--- src/smbus_cfg_pkg.sv ---
// Purpose: Constants for the serial configuration byte bank
// Assumes: Byte-mode access only, four configuration bytes
// Notes:   Shared by design and bench
package smbus_cfg_pkg;
  localparam logic [6:0] SLAVE_ADDR    = 7'h69;
  localparam int         CFG_BYTES     = 4;
  localparam int         GATED_OUTS    = 21;
  localparam logic [1:0] IDX_SPREAD    = 2'h0;
  localparam logic [1:0] IDX_CPU_FIXED = 2'h1;
  localparam logic [1:0] IDX_BUS       = 2'h2;
  localparam logic [1:0] IDX_FREE_REF  = 2'h3;
  localparam int         CMD_BYTE_MODE = 7;
  localparam int         SPREAD_LSB    = 5;
  localparam int         FREQ_WIDTH    = 5;
  localparam logic [7:0] RESET_SPREAD  = 8'h00;
  localparam logic [7:0] RESET_CPU_FIX = 8'hff;
  localparam logic [7:0] RESET_BUS     = 8'h7f;
  localparam logic [7:0] RESET_FREE    = 8'heb;
  localparam logic [7:0] WMASK_SPREAD  = 8'hff;
  localparam logic [7:0] WMASK_CPU_FIX = 8'hff;
  localparam logic [7:0] WMASK_BUS     = 8'h7f;
  localparam logic [7:0] WMASK_FREE    = 8'heb;
  localparam logic [7:0] BLOCK_READ    = 8'h00;
  localparam logic [3:0] BITS_PER_BYTE = 4'h8;
  typedef enum logic [2:0] {
    ST_IDLE = 3'b000,
    ST_ADDR = 3'b001,
    ST_ACK  = 3'b011,
    ST_RX   = 3'b010,
    ST_TX   = 3'b110,
    ST_RACK = 3'b111
  } bus_state_t;
endpackage : smbus_cfg_pkg

--- src/smbus_clock_config_bytes.sv ---
// Purpose: Serial-bus slave holding clock configuration bytes 0 to 3
// Assumes: Bus pins and strap pins are asynchronous to clock
// Notes:   Bus pins sampled at 40 MHz; open-drain data pin
`timescale 1ns/1ps
module smbus_clock_config_bytes (
  input  wire logic                                      clock,
  input  wire logic                                      rst,
  input  wire logic                                      scl,
  input  wire logic                                      sda_in,
  output logic                                           sda_out,
  output logic                                           sda_oe_n,
  input  wire logic                                      frequency_source_override,
  input  wire logic [smbus_cfg_pkg::FREQ_WIDTH-1:0]      fs_pins,
  input  wire logic [smbus_cfg_pkg::GATED_OUTS-1:0]      raw_clocks,
  output logic [smbus_cfg_pkg::GATED_OUTS-1:0]           gated_clocks,
  output logic [2:0]                                     spread_mode,
  output logic [smbus_cfg_pkg::FREQ_WIDTH-1:0]           freq_select
);
  // Input synchronisers
  logic [1:0] scl_sync;
  logic [1:0] sda_sync;
  logic [1:0] ovr_sync;
  logic [smbus_cfg_pkg::FREQ_WIDTH-1:0] fs_meta;
  logic [smbus_cfg_pkg::FREQ_WIDTH-1:0] fs_sync;
  logic scl_prev;
  logic sda_prev;
  always_ff @(posedge clock) begin // Strap sync runs through reset
    fs_meta <= fs_pins;
    fs_sync <= fs_meta;
  end
  always_ff @(posedge clock or posedge rst) begin
    if (rst) begin
      scl_sync <= 2'h3;
      sda_sync <= 2'h3;
      ovr_sync <= 2'h0;
      scl_prev <= 1'b1;
      sda_prev <= 1'b1;
    end else begin
      scl_sync <= {scl_sync[0], scl};
      sda_sync <= {sda_sync[0], sda_in};
      ovr_sync <= {ovr_sync[0], frequency_source_override};
      scl_prev <= scl_sync[1];
      sda_prev <= sda_sync[1];
    end
  end
  logic scl_s;
  logic sda_s;
  logic scl_rise;
  logic scl_fall;
  logic start_cond;
  logic stop_cond;
  assign scl_s      = scl_sync[1];
  assign sda_s      = sda_sync[1];
  assign scl_rise   = scl_s & ~scl_prev;
  assign scl_fall   = ~scl_s & scl_prev;
  assign start_cond = scl_s & scl_prev & sda_prev & ~sda_s;
  assign stop_cond  = scl_s & scl_prev & ~sda_prev & sda_s;

  // Protocol state and configuration bytes
  smbus_cfg_pkg::bus_state_t state;
  smbus_cfg_pkg::bus_state_t next_state;
  logic [3:0]       bitcnt;
  logic [3:0]       next_bitcnt;
  logic [7:0]       shreg;
  logic [7:0]       next_shreg;
  logic             is_read;
  logic             next_is_read;
  logic             have_cmd;
  logic             next_have_cmd;
  logic             byte_mode;
  logic             next_byte_mode;
  logic [6:0]       index;
  logic [6:0]       next_index;
  logic [3:0][7:0]  cfg;
  logic [3:0][7:0]  next_cfg;
  logic             next_oe_n;
  logic [7:0]       rd_byte;
  logic [3:0][7:0]  wmask;
  logic             byte_done;

  assign wmask = {smbus_cfg_pkg::WMASK_FREE, smbus_cfg_pkg::WMASK_BUS,
                  smbus_cfg_pkg::WMASK_CPU_FIX, smbus_cfg_pkg::WMASK_SPREAD};
  assign byte_done = scl_fall && (bitcnt == smbus_cfg_pkg::BITS_PER_BYTE);

  always_comb begin
    if (byte_mode && index < 7'(smbus_cfg_pkg::CFG_BYTES))
      rd_byte = cfg[index[1:0]];
    else
      rd_byte = smbus_cfg_pkg::BLOCK_READ;
  end

  always_comb begin
    next_state     = state;
    next_bitcnt    = bitcnt;
    next_shreg     = shreg;
    next_is_read   = is_read;
    next_have_cmd  = have_cmd;
    next_byte_mode = byte_mode;
    next_index     = index;
    next_cfg       = cfg;
    next_oe_n      = sda_oe_n;
    if (stop_cond) begin
      next_state    = smbus_cfg_pkg::ST_IDLE;
      next_have_cmd = 1'b0;
      next_oe_n     = 1'b1;
    end else if (start_cond) begin
      next_state  = smbus_cfg_pkg::ST_ADDR;
      next_bitcnt = 4'h0;
      next_oe_n   = 1'b1;
    end else begin
      case (state)
        smbus_cfg_pkg::ST_ADDR, smbus_cfg_pkg::ST_RX: begin
          if (scl_rise) begin
            next_shreg  = {shreg[6:0], sda_s};
            next_bitcnt = bitcnt + 4'h1;
          end else if (byte_done) begin
            next_state = smbus_cfg_pkg::ST_ACK;
            next_oe_n  = 1'b0;
            if (state == smbus_cfg_pkg::ST_ADDR) begin
              if (shreg[7:1] == smbus_cfg_pkg::SLAVE_ADDR) begin
                next_is_read = shreg[0];
              end else begin
                next_state = smbus_cfg_pkg::ST_IDLE;
                next_oe_n  = 1'b1;
              end
            end else if (!have_cmd) begin
              next_have_cmd  = 1'b1;
              next_byte_mode = shreg[smbus_cfg_pkg::CMD_BYTE_MODE];
              next_index     = shreg[6:0];
            end else if (byte_mode && index < 7'(smbus_cfg_pkg::CFG_BYTES)) begin
              next_cfg[index[1:0]] = (cfg[index[1:0]] & ~wmask[index[1:0]])
                                   | (shreg & wmask[index[1:0]]);
            end
          end
        end
        smbus_cfg_pkg::ST_ACK: begin
          if (scl_fall) begin
            next_bitcnt = 4'h0;
            if (is_read) begin
              next_state = smbus_cfg_pkg::ST_TX;
              next_shreg = rd_byte;
              next_oe_n  = rd_byte[7];
            end else begin
              next_state = smbus_cfg_pkg::ST_RX;
              next_oe_n  = 1'b1;
            end
          end
        end
        smbus_cfg_pkg::ST_TX: begin
          if (scl_rise) begin
            next_bitcnt = bitcnt + 4'h1;
          end else if (byte_done) begin
            next_state = smbus_cfg_pkg::ST_RACK;
            next_oe_n  = 1'b1;
          end else if (scl_fall) begin
            next_shreg = {shreg[6:0], 1'b0};
            next_oe_n  = shreg[6];
          end
        end
        smbus_cfg_pkg::ST_RACK: begin
          if (scl_rise) begin
            next_shreg[0] = sda_s;
          end else if (scl_fall) begin
            next_bitcnt = 4'h0;
            if (shreg[0]) begin
              next_state = smbus_cfg_pkg::ST_IDLE;
            end else begin
              next_state = smbus_cfg_pkg::ST_TX;
              next_shreg = rd_byte;
              next_oe_n  = rd_byte[7];
            end
          end
        end
        default: begin
          next_state = smbus_cfg_pkg::ST_IDLE;
          next_oe_n  = 1'b1;
        end
      endcase
    end
  end

  always_ff @(posedge clock or posedge rst) begin
    if (rst) begin
      state     <= smbus_cfg_pkg::ST_IDLE;
      bitcnt    <= 4'h0;
      shreg     <= 8'h00;
      is_read   <= 1'b0;
      have_cmd  <= 1'b0;
      byte_mode <= 1'b0;
      index     <= 7'h00;
      cfg       <= {smbus_cfg_pkg::RESET_FREE, smbus_cfg_pkg::RESET_BUS,
                    smbus_cfg_pkg::RESET_CPU_FIX, smbus_cfg_pkg::RESET_SPREAD};
      sda_oe_n  <= 1'b1;
      sda_out   <= 1'b0;
    end else begin
      state     <= next_state;
      bitcnt    <= next_bitcnt;
      shreg     <= next_shreg;
      is_read   <= next_is_read;
      have_cmd  <= next_have_cmd;
      byte_mode <= next_byte_mode;
      index     <= next_index;
      cfg       <= next_cfg;
      sda_oe_n  <= next_oe_n;
      sda_out   <= 1'b0;
    end
  end
  // Output enables, frequency source and spread selection
  logic [smbus_cfg_pkg::GATED_OUTS-1:0] en_all;
  logic [smbus_cfg_pkg::GATED_OUTS-1:0] en_live;
  logic [smbus_cfg_pkg::GATED_OUTS-1:0] next_en_live;
  logic [smbus_cfg_pkg::FREQ_WIDTH-1:0] fs_latched;
  logic                                 fs_taken;
  logic [smbus_cfg_pkg::FREQ_WIDTH-1:0] next_freq;
  assign en_all = {cfg[3][7:5], cfg[3][3], cfg[3][1:0],
                   cfg[2][6:0], cfg[1]};
  always_comb begin
    next_en_live = (en_live & raw_clocks) | (en_all & ~raw_clocks);
    next_freq    = ovr_sync[1] ? cfg[0][smbus_cfg_pkg::FREQ_WIDTH-1:0]
                               : fs_latched;
  end

  always_ff @(posedge clock or posedge rst) begin
    if (rst) begin
      en_live      <= '0;
      gated_clocks <= '0;
      fs_latched   <= '0;
      fs_taken     <= 1'b0;
      freq_select  <= '0;
      spread_mode  <= 3'h0;
    end else begin
      en_live      <= next_en_live;
      gated_clocks <= raw_clocks & next_en_live;
      fs_taken     <= 1'b1;
      if (!fs_taken)
        fs_latched <= fs_sync;
      freq_select  <= next_freq;
      spread_mode  <= cfg[0][7:smbus_cfg_pkg::SPREAD_LSB];
    end
  end

  // Checks
  a_addr_reject: assert property (@(posedge clock) disable iff (rst)
    (state == smbus_cfg_pkg::ST_ADDR && byte_done && !start_cond && !stop_cond
     && shreg[7:1] != smbus_cfg_pkg::SLAVE_ADDR) |=> state == smbus_cfg_pkg::ST_IDLE && sda_oe_n)
    else $error("foreign address acknowledged");
  a_addr_ack: assert property (@(posedge clock) disable iff (rst)
    (state == smbus_cfg_pkg::ST_ADDR && byte_done && !start_cond && !stop_cond
     && shreg[7:1] == smbus_cfg_pkg::SLAVE_ADDR) |=> !sda_oe_n && is_read == $past(shreg[0]))
    else $error("own address not acknowledged");
  a_cmd_capture: assert property (@(posedge clock) disable iff (rst)
    (state == smbus_cfg_pkg::ST_RX && byte_done && !have_cmd && !start_cond && !stop_cond)
    |=> !sda_oe_n && index == $past(shreg[6:0]) && byte_mode == $past(shreg[7]))
    else $error("command byte not captured");
  a_write_store: assert property (@(posedge clock) disable iff (rst)
    (state == smbus_cfg_pkg::ST_RX && byte_done && have_cmd && byte_mode && index == 7'h01
     && !start_cond && !stop_cond) |=> cfg[1] == $past(shreg) && !sda_oe_n)
    else $error("data byte not stored");
  a_block_nowrite: assert property (@(posedge clock) disable iff (rst)
    (have_cmd && !byte_mode) |=> $stable(cfg))
    else $error("block command changed a byte");
  a_read_first: assert property (@(posedge clock) disable iff (rst)
    (state == smbus_cfg_pkg::ST_ACK && is_read && scl_fall && !start_cond && !stop_cond)
    |=> state == smbus_cfg_pkg::ST_TX && sda_oe_n == $past(rd_byte[7]))
    else $error("read data not driven");
  a_reserved_zero: assert property (@(posedge clock) disable iff (rst)
    cfg[2][7] == 1'b0 && cfg[3][4] == 1'b0 && cfg[3][2] == 1'b0)
    else $error("reserved bit set");
  a_reset_bytes: assert property (@(posedge clock)
    ($past(rst) && !rst) |-> cfg == {smbus_cfg_pkg::RESET_FREE, smbus_cfg_pkg::RESET_BUS,
                                     smbus_cfg_pkg::RESET_CPU_FIX, smbus_cfg_pkg::RESET_SPREAD})
    else $error("bytes not at defaults");
  a_freq_source: assert property (@(posedge clock) disable iff (rst)
    fs_taken |=> freq_select == ($past(ovr_sync[1]) ? $past(cfg[0][4:0]) : $past(fs_latched)))
    else $error("frequency source wrong");
  a_spread_out: assert property (@(posedge clock) disable iff (rst)
    ##1 spread_mode == $past(cfg[0][7:5]))
    else $error("spread mode not following byte 0");
  a_clean_gate: assert property (@(posedge clock) disable iff (rst)
    ((en_live ^ $past(en_live)) & $past(raw_clocks)) == '0)
    else $error("enable changed during high phase");
endmodule : smbus_clock_config_bytes

--- config.mk ---
export PLATFORM = sky130hd
export DESIGN_NAME = smbus_clock_config_bytes
export DESIGN_NICKNAME = d
export VERILOG_FILES = /design/src/smbus_cfg_pkg.sv /design/src/smbus_clock_config_bytes.sv
export SDC_FILE = /design/constraint.sdc
export NUM_CORES = 1
export LEC_CHECK = 0
export BUFFER_PORTS_ARGS = -buffer_cell sky130_fd_sc_hd__buf_2
export CAP_MARGIN = 5
export CORE_MARGIN = 5
export CORE_UTILIZATION = 30
export CTS_BUF_LIST = sky130_fd_sc_hd__clkbuf_4 sky130_fd_sc_hd__clkbuf_8
export DETAILED_ROUTE_END_ITERATION = 10
export PLACE_DENSITY_LB_ADDON = 0.15
export SLEW_MARGIN = 40
export SYNTH_ARGS = -nofsm -noshare
export SYNTH_HDL_FRONTEND = slang
export SYNTH_SLANG_ARGS = --single-unit
--- constraint.sdc ---
create_clock -name clock -period 6.75 [get_ports clock]
set_clock_uncertainty 0.05 [all_clocks]
set_input_delay 0.675 -clock clock [delete_from_list [all_inputs] [get_ports clock]]
set_output_delay 0.675 -clock clock [all_outputs]
set_load 0.01 [all_outputs]
==> flow_summary.ini <==
[outcome]
outcome = finished, final reports clean

[grt]
grt_pass1_wl_mm = 18.7
grt_pass1_vias = 3523
grt-ovfl-total = 0
grt_max_degree = 73
grt_usage_pct = 11.1
grt_antenna_before_repair = 0

[worst_hold_path]
hp-class = in -> async

[drt]
firstDrtPassIters = 4
route.detailed.drc = 0
routedWlPerCell_um = 16.2
wl_mm = 11.2
viasPerCell = 4.64
initialDrtViolationCount = 177
drt.antenna.violating_nets = 0
vias = 3218

[floorplanning]
die_height_um = 145
rows = 49
start_util_pct = 30.5
io_pins = 62
coreArea_um2 = 18000
die-area_um2 = 21100
die_x_um = 145

[sta]
setup_violations = 0
grt_setup_unrepaired = false
holdWs_ps = 273
tightest_slew_ps = 771
period_minus_slack_ps = 2780
tns_ps = 0
fmax_ghz = 0.360
timing.final.hold_violations = 0
slew_viol_final = 0
relSlewSlack_pct = 48.6
period_share_pct = 41.2

[synthesis]
syn_inst = 388
synth.avg_cell_area_um2 = 14.1
syn_nets = 424
netlist_area_um2 = 5480
synth_top_cells_by_count = 94 x dfrtp_1, 77 x mux2_2, 28 x dfstp_2, 22 x and2_1, 14 x nand2_1
synth_top_flop_cell = dfrtp_1
ys_seq_elements = 132
synth_cell_type_count = 54
seq_area_frac_synth_pct = 60.0
ys_top_cells_by_area = dfrtp_1 43%, mux2_2 16%, dfstp_2 13%, dfxtp_1 3.7%, mux4_2 3.3%
synth-async-reset-ratio_pct = 92.4
ys_warn_count = 0
synth_edf_count = 0
synth_most_common_cell = dfrtp_1
netlist.area_leader.share_pct = 42.9
synth_area_leader_cell = dfrtp_1

[final_layout]
antenna_cells = 0
area_growth_pct = 17.2
final_nets = 487
utilization_pct = 35.7
layout-drive-gt1-share_pct = 48.1

[critical_path]
endpoint_kind = flop
arrival_ps = 3090
cp_max_fo = 11
reg2reg_slack_ps = 3970
reg2reg_depth = 5
cp-start-kind = flop
required_ps = 7060
timing.rr.start = index[4]$_DFFE_PP0P_
worstSetupPathType = reg -> reg
regToRegEndpoint = cfg[8]$_DFFE_PP1P_

[cts]
cts_tree = done
clk_pin_slew_ps = 70
cts_root_buf = clkbuf_8
clk_path_buf_depth = 2
cts_resized = 0
clock_latency_ps = 430
cts_buffers = 17
post_cts_buffers = 0
cts-htree-levels = 4
clock_sinks = 132
cts_hold_buf = 0

[power_and_ir_drop]
leakage_uw = 0.00304
switching_share_pct = 23.7
fin_total_pwr_uw = 1610
p_int_uw = 1220
p_clk_share_pct = 42.6
switchingPower_uw = 380
p_seq_share_pct = 52.6
cellPowerDensity_nw_per_um2 = 250
irDropWorstVdd_mv = 0.112
comb_power_share_pct = 4.9

[run]
maxCapViolations = 0

[place]
place.port_buffers = 60
gp_congestion = 0.772
dpl.hpwl_mm = 7.63
==> per-stage QoR <==
| step | std cells | instance area (µm²) | setup slack, ps |
|---|---|---|---|
| floorplan | 388 | 5480 | 2830 |
| global placement | 661 | 6000 | 3990 |
| finish | 693 | 6420 | 3970 |
| detailed placement | 661 | 6010 | 3940 |
| global route | 693 | 6420 | 3730 |
| CTS | 693 | 6420 | 3940 |
==> logic make-up (layout without fill, tap and decap cells) <==
group	count (synthesis)	count (layout)	synth area share, %
AO/OA/AOI/OAI	41	41	5.21
XOR/XNOR	1	1	0.160
adder cells (fa/ha/maj)	5	5	1.14
buffers and inverters	25	101	2.03
flip-flops	132	132	60.0
multiplexers	94	94	21.4
other	2	2	0.137
AND/OR/NAND/NOR	88	88	9.89
==> worst max-delay path: stages (launching register included) <==
cell     delay [ps]
dfrtp_1         380
or4b_1          540
nor3_2          550
nand4_1         270
nor3b_4         540
mux2_2          400
==> state kept, by name (all words and copies together) (netlist names), 4 cells and up <==
register	cells
fs_meta	5
index	7
en_live	21
cfg	32
fs_latched	5
freq_select	5
bitcnt	4
gated_clocks	21
fs_sync	5
shreg	8
==> worst max path at each step <==
stage                    startpoint                     to  slack [ps]  cells past startpoint
2_1_floorplan                   rst  bitcnt[0]$_DFFE_PP0P_        2830                      1
3_3_place_gp   index[4]$_DFFE_PP0P_     cfg[9]$_DFFE_PP1P_        3990                      5
3_5_place_dp   index[4]$_DFFE_PP0P_    cfg[10]$_DFFE_PP1P_        3940                      5
4_1_cts        index[4]$_DFFE_PP0P_     cfg[8]$_DFFE_PP1P_        3940                      5
5_1_grt        index[4]$_DFFE_PP0P_    cfg[13]$_DFFE_PP1P_        3730                      5
6_report       index[4]$_DFFE_PP0P_     cfg[8]$_DFFE_PP1P_        3970                      5
==> layer usage <==
layer / track usage, % / up-vias / routed length [µm]
met5: 0 / - / 0
met4: 4.48 / 0 / 166
met3: 3.43 / 11 / 398
met2: 17.9 / 56 / 5570
met1: 14.0 / 1636 / 5100
li1: - / 1515 / -
==> power groups by stage <==
stage / Sequential, µW / Clock [µW] / Combinational, µW
final: 844 / 683 / 78.0
after CTS: 845 / 713 / 80.5
after global routing: 848 / 744 / 87.8
after global placement: 859 / 0 / 77.9
after detailed placement: 859 / 0 / 80.3
after floorplan: 844 / 0 / 57.5
==> cell usage in the layout (no fill, tap or decap), drive strengths merged, types with 8 or more instances in the layout <==
master,instances
nand2,14
clkbuf,19
dfstp,28
o21ai,10
nor2,9
buf,62
mux4,8
dfrtp,94
mux2,85
and2,22
a21oi,9
dfxtp,10
==> area by class of cell <==
type                       instances  area, µm²
fill                            1749      11500
sequential                       132       3290
multi-input combinational        231       2090
timing repair buffer              62        319
tap                              229        287
clock buffer                      19        249
clock inverter                    13        160
inverter                           7       28.8
Power figures use the tool's default switching activity.
